$ cat config.mk
export PLATFORM = sky130hd
export DESIGN_NAME = caption_capture_fifo
export DESIGN_NICKNAME = d
export VERILOG_FILES = /design/src/shared/caption_pkg.sv /design/src/rtl/skid_buffer.sv /design/src/rtl/caption_capture_fifo.sv
export SDC_FILE = /design/constraint.sdc
export NUM_CORES = 1
export LEC_CHECK = 0
export BUFFER_PORTS_ARGS = -buffer_cell sky130_fd_sc_hd__buf_2
export CELL_PAD_IN_SITES_DETAIL_PLACEMENT = 1
export CELL_PAD_IN_SITES_GLOBAL_PLACEMENT = 1
export CORE_UTILIZATION = 56
export CTS_CLUSTER_SIZE = 30
export DETAILED_ROUTE_END_ITERATION = 16
export PLACE_DENSITY_LB_ADDON = 0.1
export SETUP_SLACK_MARGIN = 0.4
export SYNTH_ARGS = -nofsm -noshare
export SYNTH_HDL_FRONTEND = slang
export SYNTH_SLANG_ARGS = --single-unit
$ cat constraint.sdc
create_clock -name sys_clk_in -period 9.4 [get_ports sys_clk_in]
set_clock_uncertainty 0.05 [all_clocks]
set_input_delay 0 -clock sys_clk_in [delete_from_list [all_inputs] [get_ports sys_clk_in]]
set_output_delay 0 -clock sys_clk_in [all_outputs]
set_load 0.05 [all_outputs]
$ cat src/shared/caption_pkg.sv
// constants, types and register map for the caption capture block
package caption_pkg;

  // clock and signalling rates
  localparam int CLK_FREQ_KHZ     = 125000;
  localparam int CC_BIT_RATE_KHZ  = 503;
  localparam int RUNIN_RATE_KHZ   = 1006;
  localparam int CC_BIT_CYC       = CLK_FREQ_KHZ / CC_BIT_RATE_KHZ;
  localparam int RUNIN_CYC        = CLK_FREQ_KHZ / RUNIN_RATE_KHZ;
  localparam int RUNIN_TOL_CYC    = RUNIN_CYC / 4;
  localparam int LINE_BIT_PERIODS = 25;

  // packet shape
  localparam int RUNIN_BITS       = 14;
  localparam int RUNIN_EDGES      = RUNIN_BITS / 2;
  localparam int FRAMING_BITS     = 2;
  localparam int PAYLOAD_BITS     = 16;
  localparam int SAMPLE_BITS      = FRAMING_BITS + PAYLOAD_BITS;
  // first framing bit low, second high
  localparam logic [1:0] FRAMING_CODE = 2'b10;
  localparam logic [9:0] CAPTION_LINE = 10'h015;

  // register indices
  localparam logic [7:0] IDX_GENERAL_STATUS = 8'h00;
  localparam logic [7:0] IDX_CAPTION_DATA   = 8'h1a;
  localparam logic [7:0] IDX_DECODE_CONTROL = 8'h1b;

  // caption_fifo_status fields
  localparam int STS_NOT_EMPTY  = 0;
  localparam int STS_OVERFLOW   = 1;
  localparam int STS_PARITY_ERR = 2;
  localparam int STS_BYTE_HALF  = 3;
  localparam int STS_SERVICE    = 4;
  localparam int STS_HALF_FULL  = 5;
  localparam int STS_IRQ_EN     = 7;
  // general_status and caption_decode_control fields
  localparam int GEN_CAPTION_VALID = 0;
  localparam int CTL_CC_EN         = 0;
  localparam int CTL_EDS_EN        = 1;
  localparam logic [7:0] CONTROL_RESET = 8'h00;
  localparam logic       IRQ_EN_RESET  = 1'b0;

  localparam int FIFO_DEPTH = 16;

  // one stored entry: bit 9 service, bit 8 byte half, 7:0 data
  typedef struct packed {
    logic       parity_err;
    logic       service_type_tag;
    logic       byte_half_tag;
    logic [7:0] data;
  } caption_entry_t;

  typedef enum logic [2:0] {
    ST_IDLE    = 3'b000,
    ST_RUNIN   = 3'b001,
    ST_SAMPLE  = 3'b011,
    ST_PUSH_LO = 3'b010,
    ST_PUSH_HI = 3'b110
  } slicer_state_t;

endpackage

$ cat src/rtl/skid_buffer.sv
// two-entry valid/ready buffer between slicer and caption fifo
`timescale 1ns/100ps
module skid_buffer
#(
  parameter int WIDTH = 11
)
(
  // clock and reset
  input  wire logic             sys_clk_in,
  input  wire logic             rst_b_in,
  // fill side
  input  wire logic             in_valid_in,
  output logic                  in_ready_out,
  input  wire logic [WIDTH-1:0] in_data_in,
  // drain side
  output logic                  out_valid_out,
  input  wire logic             out_ready_in,
  output logic      [WIDTH-1:0] out_data_out
);

  generate
    if (WIDTH < 1)
    begin : g_bad_width
      $error("skid_buffer WIDTH must be positive");
    end
  endgenerate

  logic [WIDTH-1:0] slot_r [2];
  logic             wr_sel_r;
  logic             rd_sel_r;
  logic [1:0]       fill_r;

  wire do_in  = in_valid_in && in_ready_out;
  wire do_out = out_valid_out && out_ready_in;

  assign in_ready_out  = (fill_r != 2'd2);
  assign out_valid_out = (fill_r != 2'd0);
  assign out_data_out  = slot_r[rd_sel_r];

  always_ff @(posedge sys_clk_in or negedge rst_b_in)
  begin
    if (!rst_b_in)
    begin
      wr_sel_r <= 1'b0;
      rd_sel_r <= 1'b0;
      fill_r   <= 2'd0;
    end
    else
    begin
      if (do_in)
        wr_sel_r <= ~wr_sel_r;
      if (do_out)
        rd_sel_r <= ~rd_sel_r;
      fill_r <= fill_r + {1'b0, do_in} - {1'b0, do_out};
    end
  end

  // storage needs no reset; valid comes from fill_r
  always_ff @(posedge sys_clk_in)
  begin
    if (do_in)
      slot_r[wr_sel_r] <= in_data_in;
  end

endmodule

$ cat src/rtl/caption_capture_fifo.sv
// caption and data-service slicer with tagged 16-entry capture fifo
//
// Overview of operation
// - Caption bytes are sought only on line 21 of the odd field.
// - Data-service bytes sought on the even field line, independently of captions.
// - A caption line is 25 bit periods at 0.503 MHz.
// - Header is 14 run-in bits at 1.006 MHz then two framing bits.
// - Payload is sixteen bits: two bytes of seven bits plus odd parity.
// - Slicing uses the separated luma input only.
// - Control register at index 0x1B enables caption and data-service decoding.
// - Search run-in, lock to it, shift bits in, then move to fifo.
// - Buffer holds 16 entries of 11 bits, eight lines of two bytes.
// - Low byte written first, then high byte, each only when not full.
// - Bit 8 tags low/high byte, bit 9 tags caption/data-service origin.
// - Odd parity result of each byte shows as parity-error status bit.
// - Empty status bit reads low when no data, high once stored.
// - Half full drives enabled interrupt and a general status mirror bit.
// - Oldest entry shown at once; each data read advances to next.
// - Byte arriving when full is discarded and sets the overflow flag.
// - Data read with no coincident decoder write clears overflow.
// - Simultaneous host read and decoder write: the read is served first.
// - Read coinciding with write in overflow keeps overflow, drops the write.
`timescale 1ns/100ps
module caption_capture_fifo
  import caption_pkg::*;
#(
  parameter int           DEPTH       = FIFO_DEPTH,
  parameter logic [7:0]   SLICE_LEVEL = 8'h40
)
(
  // clock and reset
  input  wire logic       sys_clk_in,
  input  wire logic       rst_b_in,
  // decoded video timing and luma
  input  wire logic [7:0] luma_in,
  input  wire logic       field_start_in,
  input  wire logic       field_odd_in,
  input  wire logic       line_start_in,
  // host register port
  input  wire logic [7:0] reg_index_in,
  input  wire logic       reg_rd_in,
  input  wire logic       reg_wr_in,
  input  wire logic [7:0] reg_wdata_in,
  output logic      [7:0] reg_rdata_out,
  output logic      [7:0] caption_fifo_status_out,
  // interrupt
  output logic            caption_fifo_half_full_irq_out
);

  localparam int PTR_W = $clog2(DEPTH);

  generate
    if (DEPTH < 2 || (1 << PTR_W) != DEPTH)
    begin : g_bad_depth
      $error("caption_capture_fifo DEPTH must be a power of two, at least 2");
    end
  endgenerate

  // odd parity holds when the xor of all eight bits is one
  function automatic logic parity_bad(input logic [7:0] b);
    parity_bad = ~(^b);
  endfunction

  // ---------------- host strobe synchronisers ----------------
  logic rd_meta_r;
  logic rd_sync_r;
  logic rd_prev_r;
  logic wr_meta_r;
  logic wr_sync_r;
  logic wr_prev_r;

  always_ff @(posedge sys_clk_in or negedge rst_b_in)
  begin
    if (!rst_b_in)
    begin
      rd_meta_r <= 1'b0;
      rd_sync_r <= 1'b0;
      rd_prev_r <= 1'b0;
      wr_meta_r <= 1'b0;
      wr_sync_r <= 1'b0;
      wr_prev_r <= 1'b0;
    end
    else
    begin
      rd_meta_r <= reg_rd_in;
      rd_sync_r <= rd_meta_r;
      rd_prev_r <= rd_sync_r;
      wr_meta_r <= reg_wr_in;
      wr_sync_r <= wr_meta_r;
      wr_prev_r <= wr_sync_r;
    end
  end

  wire rd_pulse = rd_sync_r & ~rd_prev_r;
  wire wr_pulse = wr_sync_r & ~wr_prev_r;

  // ---------------- control registers ----------------
  logic [7:0] control_r;
  logic       irq_en_r;

  wire wr_control = wr_pulse && (reg_index_in == IDX_DECODE_CONTROL);
  wire wr_status  = wr_pulse && (reg_index_in == IDX_CAPTION_DATA);

  always_ff @(posedge sys_clk_in or negedge rst_b_in)
  begin
    if (!rst_b_in)
    begin
      control_r <= CONTROL_RESET;
      irq_en_r  <= IRQ_EN_RESET;
    end
    else
    begin
      if (wr_control)
        control_r <= reg_wdata_in;
      if (wr_status)
        irq_en_r <= reg_wdata_in[STS_IRQ_EN];
    end
  end

  // ---------------- line selection ----------------
  logic [9:0] line_cnt_r;
  logic       line_odd_r;

  always_ff @(posedge sys_clk_in or negedge rst_b_in)
  begin
    if (!rst_b_in)
    begin
      line_cnt_r <= 10'h000;
      line_odd_r <= 1'b0;
    end
    else if (field_start_in)
    begin
      line_cnt_r <= 10'h000;
      line_odd_r <= field_odd_in;
    end
    else if (line_start_in && line_cnt_r != 10'h3ff)
      line_cnt_r <= line_cnt_r + 10'h001;
  end

  // odd field line 21 carries captions
  wire cc_line  = line_odd_r && control_r[CTL_CC_EN];
  wire eds_line = !line_odd_r && control_r[CTL_EDS_EN];
  wire line_hit = line_start_in && (line_cnt_r + 10'h001 == CAPTION_LINE)
                  && (cc_line || eds_line);

  // ---------------- slicer ----------------
  slicer_state_t            state_r;
  slicer_state_t            state_nxt;
  logic [15:0]              phase_r;
  logic [15:0]              line_age_r;
  logic [4:0]               count_r;
  logic [SAMPLE_BITS-1:0]   shift_r;
  logic                     service_r;
  logic                     sliced_r;

  wire sliced    = (luma_in > SLICE_LEVEL);
  wire rise      = sliced && !sliced_r;
  wire gap_ok    = (phase_r >= 16'(RUNIN_CYC - RUNIN_TOL_CYC))
                   && (phase_r <= 16'(RUNIN_CYC + RUNIN_TOL_CYC));
  wire sample_at = (phase_r == 16'h0000);
  // give up once the 25-period line has passed
  wire line_over = (line_age_r >= 16'(LINE_BIT_PERIODS * CC_BIT_CYC));
  wire [7:0] lo_byte = shift_r[FRAMING_BITS +: 8];
  wire [7:0] hi_byte = shift_r[FRAMING_BITS + 8 +: 8];

  caption_entry_t push_entry;
  logic           push_valid;
  logic           push_ready;

  // low byte first, then high byte
  assign push_valid = (state_r == ST_PUSH_LO) || (state_r == ST_PUSH_HI);
  assign push_entry.service_type_tag = service_r;
  assign push_entry.byte_half_tag    = (state_r == ST_PUSH_HI);
  assign push_entry.data             = (state_r == ST_PUSH_HI) ? hi_byte : lo_byte;
  assign push_entry.parity_err       = parity_bad(push_entry.data);

  always_comb
  begin
    state_nxt = state_r;
    unique case (state_r)
      ST_IDLE:
        if (line_hit)
          state_nxt = ST_RUNIN;
      ST_RUNIN:
        if (line_start_in || line_over)
          state_nxt = ST_IDLE;
        else if (rise && count_r != 5'd0 && !gap_ok)
          state_nxt = ST_IDLE;
        else if (rise && count_r == 5'(RUNIN_EDGES - 1))
          state_nxt = ST_SAMPLE;
      ST_SAMPLE:
        if (line_start_in || line_over)
          state_nxt = ST_IDLE;
        else if (sample_at && count_r == 5'(SAMPLE_BITS - 1))
          // last bit still shifting in, so framing sits one place up
          state_nxt = (shift_r[2:1] == FRAMING_CODE) ? ST_PUSH_LO : ST_IDLE;
      ST_PUSH_LO:
        if (push_ready)
          state_nxt = ST_PUSH_HI;
      ST_PUSH_HI:
        if (push_ready)
          state_nxt = ST_IDLE;
    endcase
  end

  // run-in edges then framing and payload sampling
  always_ff @(posedge sys_clk_in or negedge rst_b_in)
  begin
    if (!rst_b_in)
    begin
      state_r    <= ST_IDLE;
      phase_r    <= 16'h0000;
      line_age_r <= 16'h0000;
      count_r    <= 5'd0;
      shift_r    <= '0;
      service_r  <= 1'b0;
      sliced_r   <= 1'b0;
    end
    else
    begin
      state_r  <= state_nxt;
      sliced_r <= sliced;
      if (state_r == ST_IDLE)
      begin
        phase_r    <= 16'h0000;
        line_age_r <= 16'h0000;
        count_r    <= 5'd0;
        service_r  <= line_odd_r;
      end
      else
        line_age_r <= line_age_r + 16'h0001;
      if (state_r == ST_RUNIN)
      begin
        if (rise && count_r == 5'(RUNIN_EDGES - 1))
        begin
          // centre of first framing bit after the last run-in cycle
          phase_r <= 16'(RUNIN_CYC + CC_BIT_CYC / 2);
          count_r <= 5'd0;
        end
        else if (rise)
        begin
          phase_r <= 16'h0001;
          count_r <= count_r + 5'd1;
        end
        else
          phase_r <= phase_r + 16'h0001;
      end
      if (state_r == ST_SAMPLE)
      begin
        if (sample_at)
        begin
          shift_r <= {sliced, shift_r[SAMPLE_BITS-1:1]};
          phase_r <= 16'(CC_BIT_CYC - 1);
          count_r <= count_r + 5'd1;
        end
        else
          phase_r <= phase_r - 16'h0001;
      end
    end
  end

  // ---------------- two-entry buffer ----------------
  caption_entry_t buf_entry;
  logic           buf_valid;
  logic           buf_ready;

  skid_buffer #(
    .WIDTH         ($bits(caption_entry_t))
  ) u_skid (
    .sys_clk_in    (sys_clk_in),
    .rst_b_in      (rst_b_in),
    .in_valid_in   (push_valid),
    .in_ready_out  (push_ready),
    .in_data_in    (push_entry),
    .out_valid_out (buf_valid),
    .out_ready_in  (buf_ready),
    .out_data_out  (buf_entry)
  );

  // ---------------- capture fifo ----------------
  // sixteen tagged entries
  caption_entry_t   mem_r [DEPTH];
  logic [PTR_W-1:0] wr_ptr_r;
  logic [PTR_W-1:0] rd_ptr_r;
  logic [PTR_W:0]   count_fifo_r;
  logic             overflow_r;

  wire fifo_empty = (count_fifo_r == '0);
  wire fifo_full  = (count_fifo_r == (PTR_W+1)'(DEPTH));
  wire half_full  = (count_fifo_r >= (PTR_W+1)'(DEPTH / 2));
  // each data read advances the fifo
  wire pop        = rd_pulse && (reg_index_in == IDX_CAPTION_DATA) && !fifo_empty;
  // a coincident read outside overflow holds the write back one cycle
  assign buf_ready = !(pop && !overflow_r);
  wire fifo_write = buf_valid && !pop && !fifo_full;
  wire drop_full  = buf_valid && !pop && fifo_full;
  // read in overflow with a write: write lost, flag kept
  wire drop_ovf   = buf_valid && pop && overflow_r;
  // read with no coincident write frees space and clears
  wire ovf_clear  = pop && !buf_valid;

  always_ff @(posedge sys_clk_in or negedge rst_b_in)
  begin
    if (!rst_b_in)
    begin
      wr_ptr_r     <= '0;
      rd_ptr_r     <= '0;
      count_fifo_r <= '0;
      overflow_r   <= 1'b0;
    end
    else
    begin
      if (fifo_write)
        wr_ptr_r <= wr_ptr_r + PTR_W'(1);
      if (pop)
        rd_ptr_r <= rd_ptr_r + PTR_W'(1);
      count_fifo_r <= count_fifo_r + {{PTR_W{1'b0}}, fifo_write}
                      - {{PTR_W{1'b0}}, pop};
      // set beats clear; drop_ovf keeps the flag as it is
      if (drop_full)
        overflow_r <= 1'b1;
      else if (ovf_clear && !drop_ovf)
        overflow_r <= 1'b0;
    end
  end

  always_ff @(posedge sys_clk_in)
  begin
    if (fifo_write)
      mem_r[wr_ptr_r] <= buf_entry;
  end

  // ---------------- register read and status ----------------
  caption_entry_t head;
  logic [7:0]     status_nxt;
  logic [7:0]     general_nxt;
  logic [7:0]     rdata_nxt;

  // oldest entry visible as soon as stored
  assign head = fifo_empty ? caption_entry_t'('0) : mem_r[rd_ptr_r];

  always_comb
  begin
    status_nxt                 = 8'h00;
    status_nxt[STS_NOT_EMPTY]  = !fifo_empty;
    status_nxt[STS_OVERFLOW]   = overflow_r;
    status_nxt[STS_PARITY_ERR] = head.parity_err;
    status_nxt[STS_BYTE_HALF]  = head.byte_half_tag;
    status_nxt[STS_SERVICE]    = head.service_type_tag;
    status_nxt[STS_HALF_FULL]  = half_full;
    status_nxt[STS_IRQ_EN]     = irq_en_r;
    // poll mirror of the half-full event
    general_nxt                    = 8'h00;
    general_nxt[GEN_CAPTION_VALID] = half_full;
  end

  assign rdata_nxt = (reg_index_in == IDX_GENERAL_STATUS) ? general_nxt :
                     (reg_index_in == IDX_CAPTION_DATA)   ? head.data   :
                     (reg_index_in == IDX_DECODE_CONTROL) ? control_r   : 8'h00;

  always_ff @(posedge sys_clk_in or negedge rst_b_in)
  begin
    if (!rst_b_in)
    begin
      reg_rdata_out                  <= 8'h00;
      caption_fifo_status_out        <= 8'h00;
      caption_fifo_half_full_irq_out <= 1'b0;
    end
    else
    begin
      reg_rdata_out                  <= rdata_nxt;
      caption_fifo_status_out        <= status_nxt;
      caption_fifo_half_full_irq_out <= half_full && irq_en_r;
    end
  end

endmodule

; ---- Word level (Yosys, flattened, before mapping)
; Memory sizes are Yosys's and may differ from the RTL's.
; Cells that the tools add are included.
[word_totals]
word_cells = 157
inputBits = 31
output_inout_bits = 17
ram_bits = 198
regBits = 120
mem_count = 2
[memory_table]
columns = name, depth, word_bits, rd, rd_clocked_by_memory_dff, wr, line_no
row1 = mem_r, 16, 11, 1, 0, 1, caption_capture_fifo.sv:282  ; caption_entry_t mem_r [DEPTH];
row2 = u_skid.slot_r, 2, 11, 1, 0, 1, skid_buffer.sv:28  ; logic [WIDTH-1:0] slot_r [2];
[classes]
reduce_logical = 51
n_bitwise = 7
eq_ne = 18
mux = 36
n_lt_le_gt_ge = 5
add_sub_neg = 11
[ops]
columns = operator, n
row1 = 16-bit two-way mux, 7
row2 = 16-bit by 1-bit adder with 16-bit output (second input constant), 2
row3 = 8-bit two-way mux, 4
row4 = 5-bit two-way mux, 6
row5 = 1-bit logical AND, 26
row6 = 3-bit two-way mux, 8
row7 = 10-bit two-way mux, 2
row8 = 8-bit by 5-bit == test with 1-bit output (second input constant), 2
row9 = 16-bit by 13-bit greater-or-equal comparator with 1-bit output (second input constant), 1
row10 = 16-bit by 7-bit greater-or-equal comparator with 1-bit output (second input constant), 1
row11 = 16-bit by 8-bit less-or-equal comparator with 1-bit output (second input constant), 1
row12 = 16-bit zero test, 1
row13 = 16-bit by 1-bit subtractor with 16-bit output (second input constant), 1
row14 = 3-bit one-hot mux with 5 select lines, 1
row15 = 11-bit two-way mux, 1
row16 = 10-bit by 1-bit adder with 10-bit output (second input constant), 1
row17 = 10-bit by 5-bit == test with 1-bit output (second input constant), 1
row18 = 5-bit == test (second input constant), 2
row19 = 1-bit zero test, 10
row20 = 10-bit inequality test (second input constant), 1
row21 = 4-bit by 1-bit adder with 4-bit output (second input constant), 2
row22 = 8-bit by 7-bit > comparator with 1-bit output (second input constant), 1
row23 = 8-bit zero test, 1
row24 = 8-bit XOR reduction, 1
row25 = 27 further kinds, 44

; ---- Longest topological paths before layout
[depth]
depth_word = 10
mapped_depth = 13
mapped_depth_nobuf = 12

; ---- Modules after synthesis
; From an unflattened synthesis, not the netlist that was laid out.
[hier_totals]
hier_cells = 917
hier_area_um2 = 13809.5
[by_module_without_submodules]
columns = module, area_each_um2, seq_area_each_um2, instances, cells_each
row1 = caption_capture_fifo, 12818.5, 8162.8, 1, 866
row2 = skid_buffer, 991.0, 760.7, 1, 51

; ---- Worst setup path after synthesis
; No wires, ideal clock.
[synth_path]
kind = reg-to-reg
start = register count_fifo_r[2]
end = memory mem_r[2][0] in the netlist's numbering (enable)
setup_ns = 0.412
n_path_buf = 1
arrival_ns = 2.698
path_stages_with_launch = 8
required_time_ns = 8.938
period_less_slack_ns = 3.160
setup_slack_ns = 6.240
path_cell_list = dfrtp_1 inv_1 ha_1 nor4b_1 nor4_2 a21bo_2 buf_2 nor4b_1
[synth_via]
elab_chain_cells = 8
word_cells_on_any_way = 10
cone_classes = eq/ne: 1 / mux: 2 / reduce/logical: 7
[synth_lines]
columns = element, line_no
row1 = "start, declared", caption_capture_fifo.sv:285  ; logic [PTR_W:0] count_fifo_r;
row2 = "start signal, assigned", caption_capture_fifo.sv:317  ; count_fifo_r <= count_fifo_r + {{PTR_W{1'b0}}, fifo_write}
row3 = 5-bit zero test, caption_capture_fifo.sv:288  ; wire fifo_empty = (count_fifo_r == '0);
row4 = 1-bit zero test, caption_capture_fifo.sv:292  ; wire pop = rd_pulse && (reg_index_in == IDX_CAPTION_DATA) && !fifo_empty;
row5 = 1-bit logical AND, caption_capture_fifo.sv:292
row6 = 1-bit zero test, caption_capture_fifo.sv:295  ; wire fifo_write = buf_valid && !pop && !fifo_full;
row7 = 1-bit logical AND, caption_capture_fifo.sv:295
row8 = 1-bit logical AND *, caption_capture_fifo.sv:295
row9 = 1-bit two-way mux *, caption_capture_fifo.sv:329  ; if (fifo_write)
row10 = 1-bit two-way mux (not written as such) *, caption_capture_fifo.sv:330  ; mem_r[wr_ptr_r] <= buf_entry;
row11 = "end, declared", caption_capture_fifo.sv:282
; Mark *: on every way between the ends. The rest lies on a longest branch, timed or not.

; ---- Worst setup path after layout
[layout_path]
start = register count_fifo_r[2]
end = memory mem_r[4][6] in the netlist's numbering (enable)
; The elaborated chain is that of the path after synthesis.

==> flow_metrics.py <==
metrics = {
    "synth": {
        "synth-main-ff-cell": "edfxtp_1",
        "yosysTopAreaCell": "edfxtp_1",
        "synthesis.area_um2": 14000,
        "synth-seq-area-share": 0.639,
        "avgSynthCellArea_um2": 14.3,
        "synth_most_common_cell": "edfxtp_1",
        "synth_cells": 979,
        "synth_edf_count": 198,
        "synth_seq_cells": 317,
        "synthTopCellsByCount": "198 x edfxtp_1, 119 x dfrtp_1, 95 x nand2_1",
        "synthTopCellsByArea": "edfxtp_1 43%, dfrtp_1 21%, mux4_2 7.6%",
        "yosysUniqueCellTypes": 76,
        "yosysTopAreaCellShare": 0.426,
        "async_flop_share": 0.375,
        "syn_nets": 1036,
        "yosys_warnings": 0,
    },
    "placed_design": {
        "hpwlAfterDp_um": 21500,
        "port-buffer-count": 46,
        "place_area_um2": 14500,
        "gp_congestion": 0.784,
    },
    "sta": {
        "setup_viol": 0,
        "min_period_ns": 3.58,
        "clock.fmax_mhz": 279,
        "hold_violations": 0,
        "worstMarginPinSlew_ns": 1.15,
        "slew_violations": 0,
        "finalCritPeriodShare": 0.381,
        "setup_tns_ns": 0,
        "maxSlewHeadroom": 0.228,
        "rsz0062_at_grt": "no",
    },
    "setup_path": {
        "r2r_end": "mem_r[4][6]",
        "crit_fanout": 13,
        "slowest_stage": "nor3b_2",
        "startpoint_type": "flip-flop",
        "cp.required_ns": 9.48,
        "cp_slowest_stage_delay_ns": 0.90,
        "timing.rr.start": "count_fifo_r[2]",
        "arrival_ns": 3.66,
        "crit_chain": "inv_1 -> ha_1 -> nor4b_1 -> nor4_2 -> buf_4 -> a21boi_1 -> nand2_1 -> nor3b_2",
        "r2r_slack_ns": 5.82,
        "r2r_cells": 8,
        "crit_type": "flip-flop to flip-flop",
        "worst_setup_path_end_kind": "flip-flop",
    },
    "clocking": {
        "cts_made_buffers": 35,
        "clockBufferDepth": 3,
        "clk_latency_ns": 0.51,
        "clkTransAtPathRegs_ns": 0.06,
        "clock_sinks": 317,
        "cts_root_buffer": "clkbuf_16",
        "h-tree-depth": 2,
        "postCtsSetupBuffers": 0,
        "cts_resized": 0,
        "cts_tree": "built",
    },
    "global_route": {
        "grtUsageTotal": 0.285,
        "overflow": 0,
        "grt_start_max_net_pins": 77,
        "antenna_found_initial": 0,
        "grt_pass1_vias": 9197,
        "grt_pass1_wl_um": 54800,
    },
    "min_path": {
        "hold_depth": 4,
        "whs_endpoint": "reg_rdata_out[6]",
        "min_path_type": "input pin to flip-flop",
        "hold_start": "reg_index_in[7]",
    },
    "cells_and_area": {
        "fin_nets": 1110,
        "fin_area_um2": 15800,
        "seq_area_um2": 8930,
        "drive_above_1_share": 0.203,
        "antennaDiodeCount": 0,
        "multiInputGateArea_um2": 4730,
        "syn_to_final_growth_pct": 13.3,
        "fillers": 2269,
    },
    "power_and_ir_drop": {
        "ir_drop_mv": 0.135,
        "power.total_w": 0.00364,
        "powerDensity_nw_per_um2": 230,
        "p_leak_nw": 5.89,
    },
    "die": {
        "rows": 57,
        "start_util": 0.573,
        "dieArea_um2": 25600,
        "die_height_um": 160,
        "fp.dieW_um": 160,
        "core_um2": 24400,
        "io_pins": 48,
    },
    "detailed_routing": {
        "first_pass_iters": 5,
        "drc": 0,
        "wl_per_cell_um": 24.9,
        "postRouteAntennaNets": 0,
        "num_vias": 8642,
        "routed_wl_um": 34900,
        "drtIter0Drc": 656,
        "viasPerCell": 6.16,
    },
    "outcome": {
        "status": "completed",
    },
    "run": {
        "maxCapViolCount": 0,
    },
}
==> cell usage in the layout, fill, tap and decap left out, types with 22 or more instances in the layout <==
cell type / count
nand3_1: 30
mux4_2: 47
a21oi_1: 25
ha_1: 25
nor2_1: 62
nand2_1: 95
dlygate4sd3_1: 23
buf_2: 45
mux2_2: 32
clkbuf_16: 35
xnor2_1: 31
o21ai_0: 22
inv_1: 30
edfxtp_1: 198
dfrtp_1: 117
==> metal layers <==
| layer | track usage | routed length, um |
|---|---|---|
| met1 | 0.379 | 14300 |
| met4 | 0.0948 | 1080 |
| met2 | 0.484 | 17600 |
| met5 | 0 | 0 |
| met3 | 0.0452 | 1870 |
==> sequential cells by signal, summed over array words and instances, names as in the netlist, 7 cells and up <==
| name | flops |
|---|---|
| phase_r | 16 |
| line_cnt_r | 10 |
| control_r | 8 |
| mem_r | 176 |
| shift_r | 17 |
| u_skid.slot_r | 22 |
| reg_rdata_out | 8 |
| line_age_r | 16 |
| caption_fifo_status_out | 7 |
==> kinds of logic (layout without fill, tap and decap cells) <==
| group | after synthesis | after routing | share of synthesized area |
|---|---|---|---|
| xor gates and xnor gates | 50 | 50 | 0.0314 |
| buffers and inverters | 75 | 176 | 0.0258 |
| adders and majority gates | 26 | 26 | 0.0238 |
| other | 1 | 1 | 0.000269 |
| and+or+nand+nor | 295 | 295 | 0.108 |
| DFF | 317 | 317 | 0.639 |
| AOI/OAI and AO/OA | 124 | 124 | 0.0614 |
| muxes | 91 | 91 | 0.110 |
==> worst max-delay path, delay by kind of cell (launching register included) <==
family,cells,cell delay (ns)
AO/OA/AOI/OAI,1,0.47
adder cells (fa/ha/maj),1,0.22
buffers and inverters,2,0.34
flip-flops,1,0.39
AND/OR/NAND/NOR,4,1.73
==> power breakdown <==
part | switching [W] | internal (W) | leakage (nW)
sequential | 0.000110 | 0.00169 | 3.34
combinational | 0.000349 | 0.000198 | 2.02
clock | 0.000546 | 0.000743 | 0.528
==> through the flow <==
step	std cells	setup slack, ns	hold WS [ns]	utilization
floorplan	979	6.24	-0.346	-
global placement	1316	6.20	-0.0240	0.594
detailed placement	1316	5.97	-0.0175	0.594
CTS	1404	5.88	0.000212	0.649
global route	1404	5.68	0.0220	0.649
finish	1404	5.82	0.0380	0.649
==> cell type report <==
type | instances | area share
Clock inverter | 18 | 0.00814
Sequential cell | 317 | 0.564
Multi-Input combinational cell | 587 | 0.299
Inverter | 30 | 0.00712
Timing Repair Buffer | 82 | 0.0362
Clock buffer | 46 | 0.0599
Tap cell | 324 | 0.0256
==> worst max-delay path by stage <==
stage	startpoint	to	slack, ns	depth (start not counted)
after floorplan	count_fifo_r[2]	mem_r[2][0]	6.24	7
after global placement	count_fifo_r[2]	mem_r[4][10]	6.20	8
after detailed placement	count_fifo_r[3]	mem_r[4][0]	5.97	8
after CTS	count_fifo_r[2]	mem_r[4][0]	5.88	8
after global routing	count_fifo_r[2]	mem_r[7][0]	5.68	8
final	count_fifo_r[2]	mem_r[4][6]	5.82	8
==> repair_timing <==
item | 4_1_cts | 5_1_grt
endpoints found under the hold margin | 72 | 0
setup endpoints to repair | 0 | 0
hold buffers | 24 | 0
Note: power is estimated with default switching activity, not from simulation.
